### src/rtl/dtc_pkg.sv
// Contract
// - Four compare registers read/write, reset all ones
// - Control resets zero; flop, clock, run, mode
// - Normal clock codes pick prescaled, low clock, pin
// - Slow modes allow only codes 000, 100, 111, plus 110 in cascade with b at mode 101
// - Run zero stops and clears; one starts
// - Mode 001 divider, 010 pwm, 011 cascade; 001 and 010 count as 000, width compares are unused
// - Mode 000 timer; second counter 16-bit codes
// - Cascade needs first mode held at 011
// - Cascade: first clock select, second run/flop
// - Upper byte counts first counter overflow
// - Second counter has own control and compares
package dtc_pkg;

	// ********************************
	// Register indices (byte address is four times)
	// ********************************
	localparam logic [5:0] IDX_CTL_A = 6'h16; // Counter a control
	localparam logic [5:0] IDX_CTL_B = 6'h17; // Counter b control
	localparam logic [5:0] IDX_PER_A = 6'h18; // Counter a period compare
	localparam logic [5:0] IDX_PER_B = 6'h19; // Counter b period compare
	localparam logic [5:0] IDX_WID_A = 6'h1a; // Counter a width compare
	localparam logic [5:0] IDX_WID_B = 6'h1b; // Counter b width compare
	localparam logic [5:0] IDX_CFG = 6'h1c; // Prescaler and power mode
	localparam logic [5:0] IDX_STAT = 6'h1d; // Live counts

	// ********************************
	// Reset values and field positions
	// ********************************
	localparam logic [7:0] CTL_RST = 8'h00;
	localparam logic [7:0] CMP_RST = 8'hff;
	localparam int CFG_PRESEL_BIT = 0; // Prescaler source select
	localparam int CFG_SLOW_BIT = 1; // Slow or sleep power mode

	// ********************************
	// Clock select codes
	// ********************************
	localparam logic [2:0] CK_DIV11 = 3'h0;
	localparam logic [2:0] CK_DIV7 = 3'h1;
	localparam logic [2:0] CK_DIV5 = 3'h2;
	localparam logic [2:0] CK_DIV3 = 3'h3;
	localparam logic [2:0] CK_LOW = 3'h4;
	localparam logic [2:0] CK_DIV1 = 3'h5;
	localparam logic [2:0] CK_FULL = 3'h6;
	localparam logic [2:0] CK_PIN = 3'h7;

	// ********************************
	// Mode codes
	// ********************************
	localparam logic [2:0] MD_TIMER = 3'h0;
	localparam logic [2:0] MD_DIVOUT = 3'h1;
	localparam logic [2:0] MD_PWM = 3'h2;
	localparam logic [2:0] MD_CASC = 3'h3;
	localparam logic [2:0] MD_T16 = 3'h4;
	localparam logic [2:0] MD_WARM = 3'h5;
	localparam logic [2:0] MD_PWM16 = 3'h6;

	// Prescaler widths
	localparam int DIV_W = 11;
	localparam int LOWDIV_W = 3;

	// Control register layout, bit 7 down to bit 0
	typedef struct packed {
		logic ffc;
		logic [2:0] clk_sel;
		logic run;
		logic [2:0] mode;
	} dtc_ctl_t;

endpackage

### src/rtl/dtc_count8.sv
`timescale 1ns/10ps
// One 8-bit up counter with compare clear and output flop
module dtc_count8 (
	// Clock and reset
	input wire logic mclk_in,
	input wire logic rst_in,
	// Control
	input wire logic run_in,
	input wire logic tick_in,
	input wire logic wrap_in,
	input wire logic [7:0] limit_in,
	input wire logic ff_init_in,
	// Results
	output logic [7:0] cnt_out,
	output logic roll_out,
	output logic ff_out
);
	logic [7:0] cnt_ff;
	logic [7:0] nxt_cnt;
	logic ff_ff;
	logic nxt_ff;
	logic hit;

	// Wrap mode rolls at all ones to act as the low byte of a pair
	assign hit = wrap_in ? (cnt_ff == 8'hff) : (cnt_ff == limit_in);
	assign roll_out = run_in & tick_in & hit;
	assign cnt_out = cnt_ff;
	assign ff_out = ff_ff;

	// Next count and flop
	always_comb begin
		nxt_cnt = cnt_ff;
		nxt_ff = ff_ff;
		if (!run_in) begin
			nxt_cnt = 8'h00;
			nxt_ff = ff_init_in;
		end else if (roll_out) begin
			nxt_cnt = 8'h00;
			nxt_ff = ~ff_ff;
		end else if (tick_in) begin
			nxt_cnt = cnt_ff + 8'h01;
		end
	end

	// State registers
	always_ff @(posedge mclk_in or posedge rst_in) begin
		if (rst_in) begin
			cnt_ff <= 8'h00;
			ff_ff <= 1'b0;
		end else begin
			cnt_ff <= nxt_cnt;
			ff_ff <= nxt_ff;
		end
	end
endmodule // dtc_count8

### src/rtl/dtc_timer.sv
`timescale 1ns/10ps
// Dual 8-bit timer pair with Wishbone register access
module dtc_timer (
	// Clock and reset
	input wire logic mclk_in,
	input wire logic rst_in,
	// Wishbone slave
	input wire logic wb_cyc_in,
	input wire logic wb_stb_in,
	input wire logic wb_we_in,
	input wire logic [7:0] wb_adr_in,
	input wire logic [3:0] wb_sel_in,
	input wire logic [31:0] wb_dat_in,
	output logic [31:0] wb_dat_out,
	output logic wb_ack_out,
	// External inputs
	input wire logic low_clk_in,
	input wire logic pin_a_in,
	input wire logic pin_b_in,
	// Timer flop outputs
	output logic ff_a_out,
	output logic ff_b_out
);
	// ********************************
	// Declarations
	// ********************************
	dtc_pkg::dtc_ctl_t ctl_a_ff, nxt_ctl_a; // Counter a control
	dtc_pkg::dtc_ctl_t ctl_b_ff, nxt_ctl_b; // Counter b control
	logic [7:0] per_a_ff, nxt_per_a; // Period compares
	logic [7:0] per_b_ff, nxt_per_b;
	logic [7:0] wid_a_ff, nxt_wid_a; // Width compares
	logic [7:0] wid_b_ff, nxt_wid_b;
	logic [1:0] cfg_ff, nxt_cfg; // Prescaler select, slow mode
	logic ack_ff, nxt_ack; // Bus answer
	logic [31:0] dat_ff, nxt_dat; // Read data
	logic [5:0] idx; // Word index
	logic wr_en; // Write commits at the ack edge
	logic [dtc_pkg::DIV_W-1:0] div_ff, nxt_div; // Free prescaler
	logic [dtc_pkg::LOWDIV_W-1:0] ldiv_ff, nxt_ldiv; // Low clock /8
	logic [2:0] s1_ff, s2_ff, s3_ff; // Sync stages, edge history
	logic [2:0] nxt_s1, nxt_s2, nxt_s3;
	logic low_tick, pin_a_tick, pin_b_tick;
	logic casc, slow, presel;
	logic run_a, run_b, tick_a, tick_b;
	logic roll_a; // Low byte carry; upper byte carry is not used
	logic [7:0] cnt_a, cnt_b;

	// ********************************
	// Wishbone slave
	// ********************************
	assign idx = wb_adr_in[7:2];
	assign wr_en = wb_cyc_in & wb_stb_in & wb_we_in & ack_ff & wb_sel_in[0];
	assign wb_ack_out = ack_ff;
	assign wb_dat_out = dat_ff;

	// Answer one cycle after the request; unmapped words read zero
	always_comb begin
		nxt_ack = wb_cyc_in & wb_stb_in & ~ack_ff;
		nxt_dat = dat_ff;
		if (nxt_ack) begin
			case (idx)
				dtc_pkg::IDX_CTL_A: nxt_dat = {24'h000000, ctl_a_ff};
				dtc_pkg::IDX_CTL_B: nxt_dat = {24'h000000, ctl_b_ff};
				dtc_pkg::IDX_PER_A: nxt_dat = {24'h000000, per_a_ff};
				dtc_pkg::IDX_PER_B: nxt_dat = {24'h000000, per_b_ff};
				dtc_pkg::IDX_WID_A: nxt_dat = {24'h000000, wid_a_ff};
				dtc_pkg::IDX_WID_B: nxt_dat = {24'h000000, wid_b_ff};
				dtc_pkg::IDX_CFG: nxt_dat = {30'h00000000, cfg_ff};
				dtc_pkg::IDX_STAT: nxt_dat = {16'h0000, cnt_b, cnt_a};
				default: nxt_dat = 32'h00000000;
			endcase
		end
	end

	// Register writes; software keeps fields stable while running
	always_comb begin
		nxt_ctl_a = ctl_a_ff;
		nxt_ctl_b = ctl_b_ff;
		nxt_per_a = per_a_ff;
		nxt_per_b = per_b_ff;
		nxt_wid_a = wid_a_ff;
		nxt_wid_b = wid_b_ff;
		nxt_cfg = cfg_ff;
		if (wr_en) begin
			case (idx)
				dtc_pkg::IDX_CTL_A: nxt_ctl_a = wb_dat_in[7:0];
				dtc_pkg::IDX_CTL_B: nxt_ctl_b = wb_dat_in[7:0];
				dtc_pkg::IDX_PER_A: nxt_per_a = wb_dat_in[7:0];
				dtc_pkg::IDX_PER_B: nxt_per_b = wb_dat_in[7:0];
				dtc_pkg::IDX_WID_A: nxt_wid_a = wb_dat_in[7:0];
				dtc_pkg::IDX_WID_B: nxt_wid_b = wb_dat_in[7:0];
				dtc_pkg::IDX_CFG: nxt_cfg = wb_dat_in[1:0];
				default: nxt_cfg = cfg_ff; // Unmapped write is dropped
			endcase
		end
	end

	// Register file and bus state
	always_ff @(posedge mclk_in or posedge rst_in) begin
		if (rst_in) begin
			ctl_a_ff <= dtc_pkg::CTL_RST;
			ctl_b_ff <= dtc_pkg::CTL_RST;
			per_a_ff <= dtc_pkg::CMP_RST;
			per_b_ff <= dtc_pkg::CMP_RST;
			wid_a_ff <= dtc_pkg::CMP_RST;
			wid_b_ff <= dtc_pkg::CMP_RST;
			cfg_ff <= 2'h0;
			ack_ff <= 1'b0;
			dat_ff <= 32'h00000000;
		end else begin
			ctl_a_ff <= nxt_ctl_a;
			ctl_b_ff <= nxt_ctl_b;
			per_a_ff <= nxt_per_a;
			per_b_ff <= nxt_per_b;
			wid_a_ff <= nxt_wid_a;
			wid_b_ff <= nxt_wid_b;
			cfg_ff <= nxt_cfg;
			ack_ff <= nxt_ack;
			dat_ff <= nxt_dat;
		end
	end

	// ********************************
	// Prescaler and input synchronisers
	// ********************************
	// Bit order in the sync vectors: 0 low clock, 1 pin a, 2 pin b
	always_comb begin
		nxt_div = div_ff + 11'h001;
		nxt_s1 = {pin_b_in, pin_a_in, low_clk_in};
		nxt_s2 = s1_ff; // First stage feeds only the second
		nxt_s3 = s2_ff; // History for rising edge detection
		nxt_ldiv = low_tick ? ldiv_ff + 3'h1 : ldiv_ff;
	end

	// Rising edges of synchronised inputs, one pulse each
	assign low_tick = s2_ff[0] & ~s3_ff[0];
	assign pin_a_tick = s2_ff[1] & ~s3_ff[1];
	assign pin_b_tick = s2_ff[2] & ~s3_ff[2];

	// Prescaler and sync registers
	always_ff @(posedge mclk_in or posedge rst_in) begin
		if (rst_in) begin
			div_ff <= '0;
			ldiv_ff <= '0;
			s1_ff <= 3'h0;
			s2_ff <= 3'h0;
			s3_ff <= 3'h0;
		end else begin
			div_ff <= nxt_div;
			ldiv_ff <= nxt_ldiv;
			s1_ff <= nxt_s1;
			s2_ff <= nxt_s2;
			s3_ff <= nxt_s3;
		end
	end

	// ********************************
	// Source clock selection
	// ********************************
	// Maps a clock code to a one-cycle tick; codes barred in slow mode
	// give no tick, so a misprogrammed counter simply stands still
	function automatic logic src_tick(input logic [2:0] sel, input logic pin,
			input logic warm);
		logic t;
		t = 1'b0;
		case (sel)
			dtc_pkg::CK_DIV11: begin
				if (slow || presel) begin
					t = low_tick & (&ldiv_ff);
				end else begin
					t = &div_ff[10:0];
				end
			end
			dtc_pkg::CK_DIV7: t = ~slow & (&div_ff[6:0]);
			dtc_pkg::CK_DIV5: t = ~slow & (&div_ff[4:0]);
			dtc_pkg::CK_DIV3: t = ~slow & (&div_ff[2:0]);
			dtc_pkg::CK_LOW: t = low_tick;
			dtc_pkg::CK_DIV1: t = ~slow & div_ff[0];
			dtc_pkg::CK_FULL: t = ~slow | warm;
			dtc_pkg::CK_PIN: t = pin;
			default: t = 1'b0;
		endcase
		return t;
	endfunction

	assign slow = cfg_ff[dtc_pkg::CFG_SLOW_BIT];
	assign presel = cfg_ff[dtc_pkg::CFG_PRESEL_BIT];

	// ********************************
	// Mode decode and cascade steering
	// ********************************
	// Cascade needs a at 011 and b in a 1xx mode; 011 in b is reserved
	assign casc = (ctl_a_ff.mode == dtc_pkg::MD_CASC) && ctl_b_ff.mode[2];
	assign run_a = casc ? ctl_b_ff.run : ctl_a_ff.run;
	assign run_b = ctl_b_ff.run;
	// Procedural so that prescaler state read inside the function wakes it;
	// a continuous assign would only follow the argument list
	always_comb begin
		tick_a = src_tick(ctl_a_ff.clk_sel, pin_a_tick,
			casc && ctl_b_ff.mode == dtc_pkg::MD_WARM);
	end

	// Upper byte ignores its own clock select; kept apart to avoid a self loop
	always_comb begin
		tick_b = casc ? roll_a : src_tick(ctl_b_ff.clk_sel, pin_b_tick, 1'b0);
	end

	// ********************************
	// Counters
	// ********************************
	dtc_count8 u_cnt_a (
		.mclk_in(mclk_in),
		.rst_in(rst_in),
		.run_in(run_a),
		.tick_in(tick_a),
		.wrap_in(casc),
		.limit_in(per_a_ff),
		.ff_init_in(ctl_a_ff.ffc),
		.cnt_out(cnt_a),
		.roll_out(roll_a),
		.ff_out(ff_a_out)
	);

	// Counter b drives the pair's flop in cascade
	dtc_count8 u_cnt_b (
		.mclk_in(mclk_in),
		.rst_in(rst_in),
		.run_in(run_b),
		.tick_in(tick_b),
		.wrap_in(1'b0),
		.limit_in(per_b_ff),
		.ff_init_in(ctl_b_ff.ffc),
		.cnt_out(cnt_b),
		.roll_out(),
		.ff_out(ff_b_out)
	);

	// ********************************
	// Assertions
	// ********************************
	logic first_ff; // High for the first edge after reset
	always_ff @(posedge mclk_in or posedge rst_in) begin
		if (rst_in) begin
			first_ff <= 1'b1;
		end else begin
			first_ff <= 1'b0;
		end
	end
endmodule // dtc_timer

### config.mk
export PLATFORM = sky130hd
export DESIGN_NAME = dtc_timer
export DESIGN_NICKNAME = d
export VERILOG_FILES = /design/src/rtl/dtc_pkg.sv /design/src/rtl/dtc_count8.sv /design/src/rtl/dtc_timer.sv
export SDC_FILE = /design/constraint.sdc
export NUM_CORES = 1
export LEC_CHECK = 0
export BUFFER_PORTS_ARGS = -buffer_cell sky130_fd_sc_hd__buf_2
export CORE_MARGIN = 2
export CORE_UTILIZATION = 45
export DETAILED_ROUTE_END_ITERATION = 16
export GPL_TIMING_DRIVEN = 0
export PLACE_DENSITY = 0.64
export SLEW_MARGIN = 20
export SYNTH_ARGS = -nofsm -noshare
export SYNTH_HDL_FRONTEND = slang
export SYNTH_HIERARCHICAL = 1
export SYNTH_SLANG_ARGS = --single-unit
### constraint.sdc
create_clock -name mclk_in -period 8.5 [get_ports mclk_in]
set_input_delay 1.275 -clock mclk_in [delete_from_list [all_inputs] [get_ports mclk_in]]
set_output_delay 1.275 -clock mclk_in [all_outputs]
set_load 0.05 [all_outputs]
==> results_dict.tcl, run 1 <==
set metrics [dict create \
    clk_latency_ns 0.35 \
    vias 4012 \
    row_count 41 \
    area_delta_synth_final_pct 14.05 \
    cts_tree "yes" \
    clock.fmax_mhz 181.2 \
    worstPathArrival_ns 5.73 \
    htree_levels 3 \
    synth.avg_cell_area_um2 11.42 \
    grt_usage_pct 20.00 \
    grt-ovfl-total 0 \
    skew_ns 0.007307 \
    end_kind "flop" \
    cts_buffers 9 \
    synth_cells 499 \
    postCtsSetupRepairBufs 0 \
    drc 0 \
    drt-initial-drc-count 308 \
    drv_cap 0 \
    p_int_uw 776.1 \
    cts_buffer_depth 2 \
    rsz0062_at_grt "false" \
    die_x_um 116.5 \
    syn_area_um2 5699 \
    hold_start "nxt_s2[1]" \
    cts.sinks 108 \
    hold_ws_ns 0.3511 \
    fin_crit_sh_pct 64.93 \
    p_leak_nw 2.923 \
    crit_top_cell "nand2_1" \
    path_buf_inv 1 \
    pre_cts_slack_ns 3.014 \
    reg2reg_from "div_ff[0]" \
    min_period_ns 5.519 \
    hold_viol_final 0 \
    antenna_found_initial 0 \
    min_path_type "flop to flop" \
    ys_warn_count 6 \
    outcome "finished, final reports clean" \
    io_pins 87 \
    critPathRequiredTime_ns 8.71 \
    hold_depth 0 \
    die_h_um 116.5 \
    share_comb_of_total_power_pct 8.2 \
    critPathTopFamily "compound AO/OA/AOI/OAI gates" \
    clk_pin_slew_worst_paths_ns 0.07 \
    power.switching_uw 255.3 \
    max_stage_delay_ns 0.74 \
    utilization_pct 51.93 \
    crit_type "flop to flop" \
    drive_above_1_share_pct 34.62 \
    n_antenna_cell 0 \
    via_per_inst 5.392 \
    worstPathMaxFanout 9 \
    reg2reg_depth 19 \
    ir_drop_v 0.00009310 \
    fp.coreArea_um2 12520 \
    place_congestion 0.8414 \
    grt_pass1_wl_mm 20.81 \
    switching_share_pct 24.76 \
    max_slew.worst_pin.slew_ns 0.9397 \
    cp-startpoint "div_ff[0]" \
    wirelength_mm 12.87 \
    power.clock.fraction_pct 40.1 \
    grt_pass1_vias 3846 \
    slowest_stage "o21ai_0" \
    drtAntennaViolNets 0 \
    reg2reg_setup_slack_ns 2.98 \
    layout.nets 626 \
    io_buffers 39 \
    pwr-share-seq_pct 51.7 \
    final.setup.worst_slack_ns 2.981 \
    postCtsHoldBufs 0 \
    drt_first_pass_iters 4 \
    fillerInstances 1152 \
    wl_per_cell_um 17.30 \
    initial_core_util_pct 45.53 \
    grt_max_degree 48 \
    cp-start-kind "flop" \
    slew_headroom_pct 37.06 \
    drv_slew 0 \
    setup_violations 0 \
    crit_chain "ha_1 > nand3_1 > inv_1 > ha_1 > a21oi_1 > nor2_1 > a21oi_1 > o21ai_0 > nand2_1 > a2111oi_4 > o211ai_2 > nor3_1 > nor2_1 > a31oi_1 > nand2_1 > a2111oi_4 > nand2_1 > nor4_2 > nor3_1" \
    die_area_um2 13580 \
    post-dp-hpwl_mm 9.619 \
    cts.repair.resized 0 \
    crit_cells 19 \
    root_buffer "clkbuf_16" \
    tns_ns 0 \
    power_density_nw_per_um2 158.7 \
]
[area by class of cell]
class / count / area [um^2] / area share, %
Inverter: 12 / 47.55 / 0.7315
Multi-Input combinational cell: 360 / 2731 / 42.02
Clock inverter: 5 / 43.79 / 0.6737
Tap cell: 172 / 215.2 / 3.311
Clock buffer: 11 / 252.7 / 3.888
Buffer: 36 / 244.0 / 3.754
Timing Repair Buffer: 40 / 222.7 / 3.426
Sequential cell: 108 / 2743 / 42.19
[per-stage QoR]
step	area (um^2)	instances	power [mW]
floorplan	5763	516	0.6049
global placement	6173	727	0.6232
detailed placement	6203	728	0.6285
CTS	6500	744	1.043
global route	6500	744	1.077
finish	6500	744	1.031
[power groups by stage]
stage          clock network [mW]  registers, mW  logic, mW
3_5_place_dp                    0          0.543     0.0855
4_1_cts                     0.424          0.533     0.0858
2_1_floorplan                   0          0.542     0.0626
3_3_place_gp                    0          0.542     0.0808
6_report                    0.414          0.533     0.0844
5_1_grt                     0.447          0.535     0.0949
[final timing paths]
kind | endpoint
max | u_cnt_b/cnt_out[2]
max in group asynchronous | per_a_ff[4]
min | nxt_s3[1]
min reg2reg | nxt_s3[1]
max reg2reg | u_cnt_b/cnt_out[2]
min in group asynchronous | u_cnt_b/cnt_out[6]
[cells in the final DEF, fill, tap and decap left out, types with 13 or more instances in the layout]
cell type / n
nand2_1: 47
xnor2_1: 13
nor2_1: 21
dfrtp_1: 76
buf_2: 45
mux2_2: 54
conb_1: 18
nor3_1: 26
nand3_1: 20
dfstp_2: 32
buf_4: 19
[per-layer routing]
layer  up-vias  routed length (um)  GRT usage, %
met3        10                 529         2.802
met4         0                 158         5.882
met2        85                6049         31.24
met1      2002                6133         29.23
met5         -                   0             0
li1       1915                   -             -
[sequential cells by signal, summed over array words and instances, names as in the netlist]
name and count:
cfg_ff 2, ctl_a_ff 8, ctl_b_ff 7, div_ff 11, ldiv_ff 3, nxt_s2 3
nxt_s3 3, per_a_ff 8, per_b_ff 8, run_b 1, s3_ff 3, u_cnt_a/cnt_out 8
u_cnt_a/ff_out 1, u_cnt_b/cnt_out 8, u_cnt_b/ff_out 1, wb_ack_out 1, wb_dat_out 16, wid_a_ff 8
wid_b_ff 8
Power figures use the tool's default switching activity.
==> inputs of run 2 (changes only) <==
clock period = 5.3 ns   (was 8.5 ns; I/O delays follow)
==> run 2 against run 1 <==
Net effect:
- core utilization increased by 0.15 points
- sequential cell count is the same
- global-route usage unchanged
- sequential power grew 61%
- critical endpoint is now u_cnt_b/ff_out
- largest power group unchanged
- highest routed layer unchanged
==> results_dict.tcl, run 2 (synthesis gave the netlist of run 1 again) <==
set metrics [dict create \
    critPathRequiredTime_ns 5.57 \
    slew_headroom_pct 52.36 \
    root_buffer "clkbuf_16" \
    reg2reg_depth 16 \
    via_per_inst 5.414 \
    endpoint "u_cnt_b/ff_out" \
    ir_drop_v 0.0001479 \
    cts.sinks 108 \
    io_buffers 39 \
    multi_input_area_um2 2750 \
    area.sequential_um2 2743 \
    rr_endpoint "u_cnt_b/ff_out" \
    clk_pin_slew_worst_paths_ns 0.07 \
    die_x_um 116.5 \
    crit_type "flop to flop" \
    die_area_um2 13580 \
    post-dp-hpwl_mm 9.619 \
    min_period_ns 4.786 \
    largest_register_ffs 16 \
    worstPathMaxFanout 9 \
    vias 4028 \
    p_total_mw 1.651 \
    wl_per_cell_um 17.25 \
    final_cell_mix "dfrtp_1 (76), mux2_2 (54), nand2_1 (47), buf_2 (45), dfstp_2 (32)" \
    setup_violations 0 \
    cp-start-kind "flop" \
    area_delta_synth_final_pct 14.38 \
    rsz0062_at_grt "false" \
    drive_above_1_share_pct 34.97 \
    max_stage_delay_ns 0.53 \
    postCtsHoldBufs 0 \
    worstPathArrival_ns 5.06 \
    fillerInstances 1155 \
    hold_viol_final 0 \
    postCtsSetupRepairBufs 0 \
    outcome "finished, final reports clean" \
    pre_cts_slack_ns -0.1858 \
    drv_cap 0 \
    max_slew.worst_pin.slew_ns 0.6966 \
    grt_pass1_wl_mm 20.81 \
    path_buf_inv 0 \
    reg2reg_from "div_ff[0]" \
    grt_max_degree 48 \
    die_h_um 116.5 \
    row_count 41 \
    drtAntennaViolNets 0 \
    drv_slew 0 \
    io_pins 87 \
    place_congestion 0.8414 \
    cts_buffers 9 \
    cts_tree "yes" \
    layout.nets 626 \
    reg2reg_setup_slack_ns 0.51 \
    cp-startpoint "div_ff[0]" \
    power_density_nw_per_um2 253.2 \
    antenna_found_initial 0 \
    grt-ovfl-total 0 \
    drt_first_pass_iters 4 \
    critPathTopFamily "compound AO/OA/AOI/OAI gates" \
    grt_usage_pct 20.00 \
    wirelength_mm 12.83 \
    min_path_type "flop to flop" \
    end_kind "flop" \
    final.setup.worst_slack_ns 0.5137 \
    htree_levels 3 \
    grt_pass1_vias 3846 \
    drt-initial-drc-count 359 \
    crit_cells 16 \
    crit_chain "ha_1 > nand3_1 > o311ai_0 > a21oi_1 > o21ai_2 > nand2_1 > a2111oi_4 > o211ai_2 > nor3_1 > nor2_1 > a31oi_2 > nand2_1 > a2111oi_4 > o211ai_2 > or4_1 > a31oi_1" \
    drc 0 \
    slowest_stage "or4_1" \
    p_leak_nw 2.928 \
    n_antenna_cell 0 \
    skew_ns 0.007430 \
    clock.fmax_mhz 208.9 \
    cts.repair.resized 1 \
    cts_buffer_depth 2 \
    fin_crit_sh_pct 90.31 \
    initial_core_util_pct 45.53 \
    mostFrequentLayoutCell "dfrtp_1" \
    fp.coreArea_um2 12520 \
    clk_latency_ns 0.35 \
]
## run 2: cell counts in the layout (fill, tap and decap cells not counted)
Identical to the previous run, type by type.
## run 2: routing by layer
layer	part of all wire, %	track usage (%)
met3	4.7	2.802
met4	1.4	5.882
met1	47	29.23
met5	0	0
met2	47	31.24
## run 2: worst min path at each step
stage | startpoint | end | slack (ns) | cells past startpoint
floorplan | nxt_s2[0] | nxt_s3[0] | 0.33 | 0
global placement | nxt_s2[0] | nxt_s3[0] | 0.33 | 0
detailed placement | nxt_s2[1] | nxt_s3[1] | 0.34 | 0
CTS | nxt_s2[1] | nxt_s3[1] | 0.35 | 0
global route | nxt_s2[2] | nxt_s3[2] | 0.37 | 0
finish | nxt_s2[1] | nxt_s3[1] | 0.35 | 0
## run 2: stage by stage
stage	setup TNS [ns]	hold WS, ns	util, %	instances	area (um^2)
after floorplan	0	0.3312	-	516	5763
after global placement	-0.4595	0.3327	49.32	727	6173
after detailed placement	-1.191	0.3363	49.56	728	6203
after CTS	0	0.3518	51.93	744	6500
after global routing	0	0.3694	52.08	744	6519
final	0	0.3509	52.08	744	6519
## run 2: power by group
group | total, mW | leakage (nW) | switching (mW) | internal (mW)
clock | 0.660 | 0.147 | 0.309 | 0.351
sequential | 0.856 | 1.35 | 0.0108 | 0.845
combinational | 0.136 | 1.43 | 0.0862 | 0.0494
total | 1.65 | 2.93 | 0.406 | 1.24
## run 2: worst reg2reg max path: stages, from the launching register on
cell and delay (ns):
dfrtp_1 0.44, ha_1 0.20, nand3_1 0.17, o311ai_0 0.42, a21oi_1 0.15, o21ai_2 0.36
nand2_1 0.16, a2111oi_4 0.35, o211ai_2 0.20, nor3_1 0.26, nor2_1 0.09, a31oi_2 0.48
nand2_1 0.19, a2111oi_4 0.35, o211ai_2 0.19, or4_1 0.53, a31oi_1 0.17
## run 2: cell type report
| type | instances | area share, % |
|---|---|---|
| Clock buffer | 11 | 3.877 |
| Buffer | 36 | 3.743 |
| Inverter | 12 | 0.7294 |
| Multi-Input combinational cell | 360 | 42.19 |
| Timing Repair Buffer | 40 | 3.417 |
| Clock inverter | 5 | 0.6718 |
| Tap cell | 172 | 3.301 |
| Sequential cell | 108 | 42.07 |
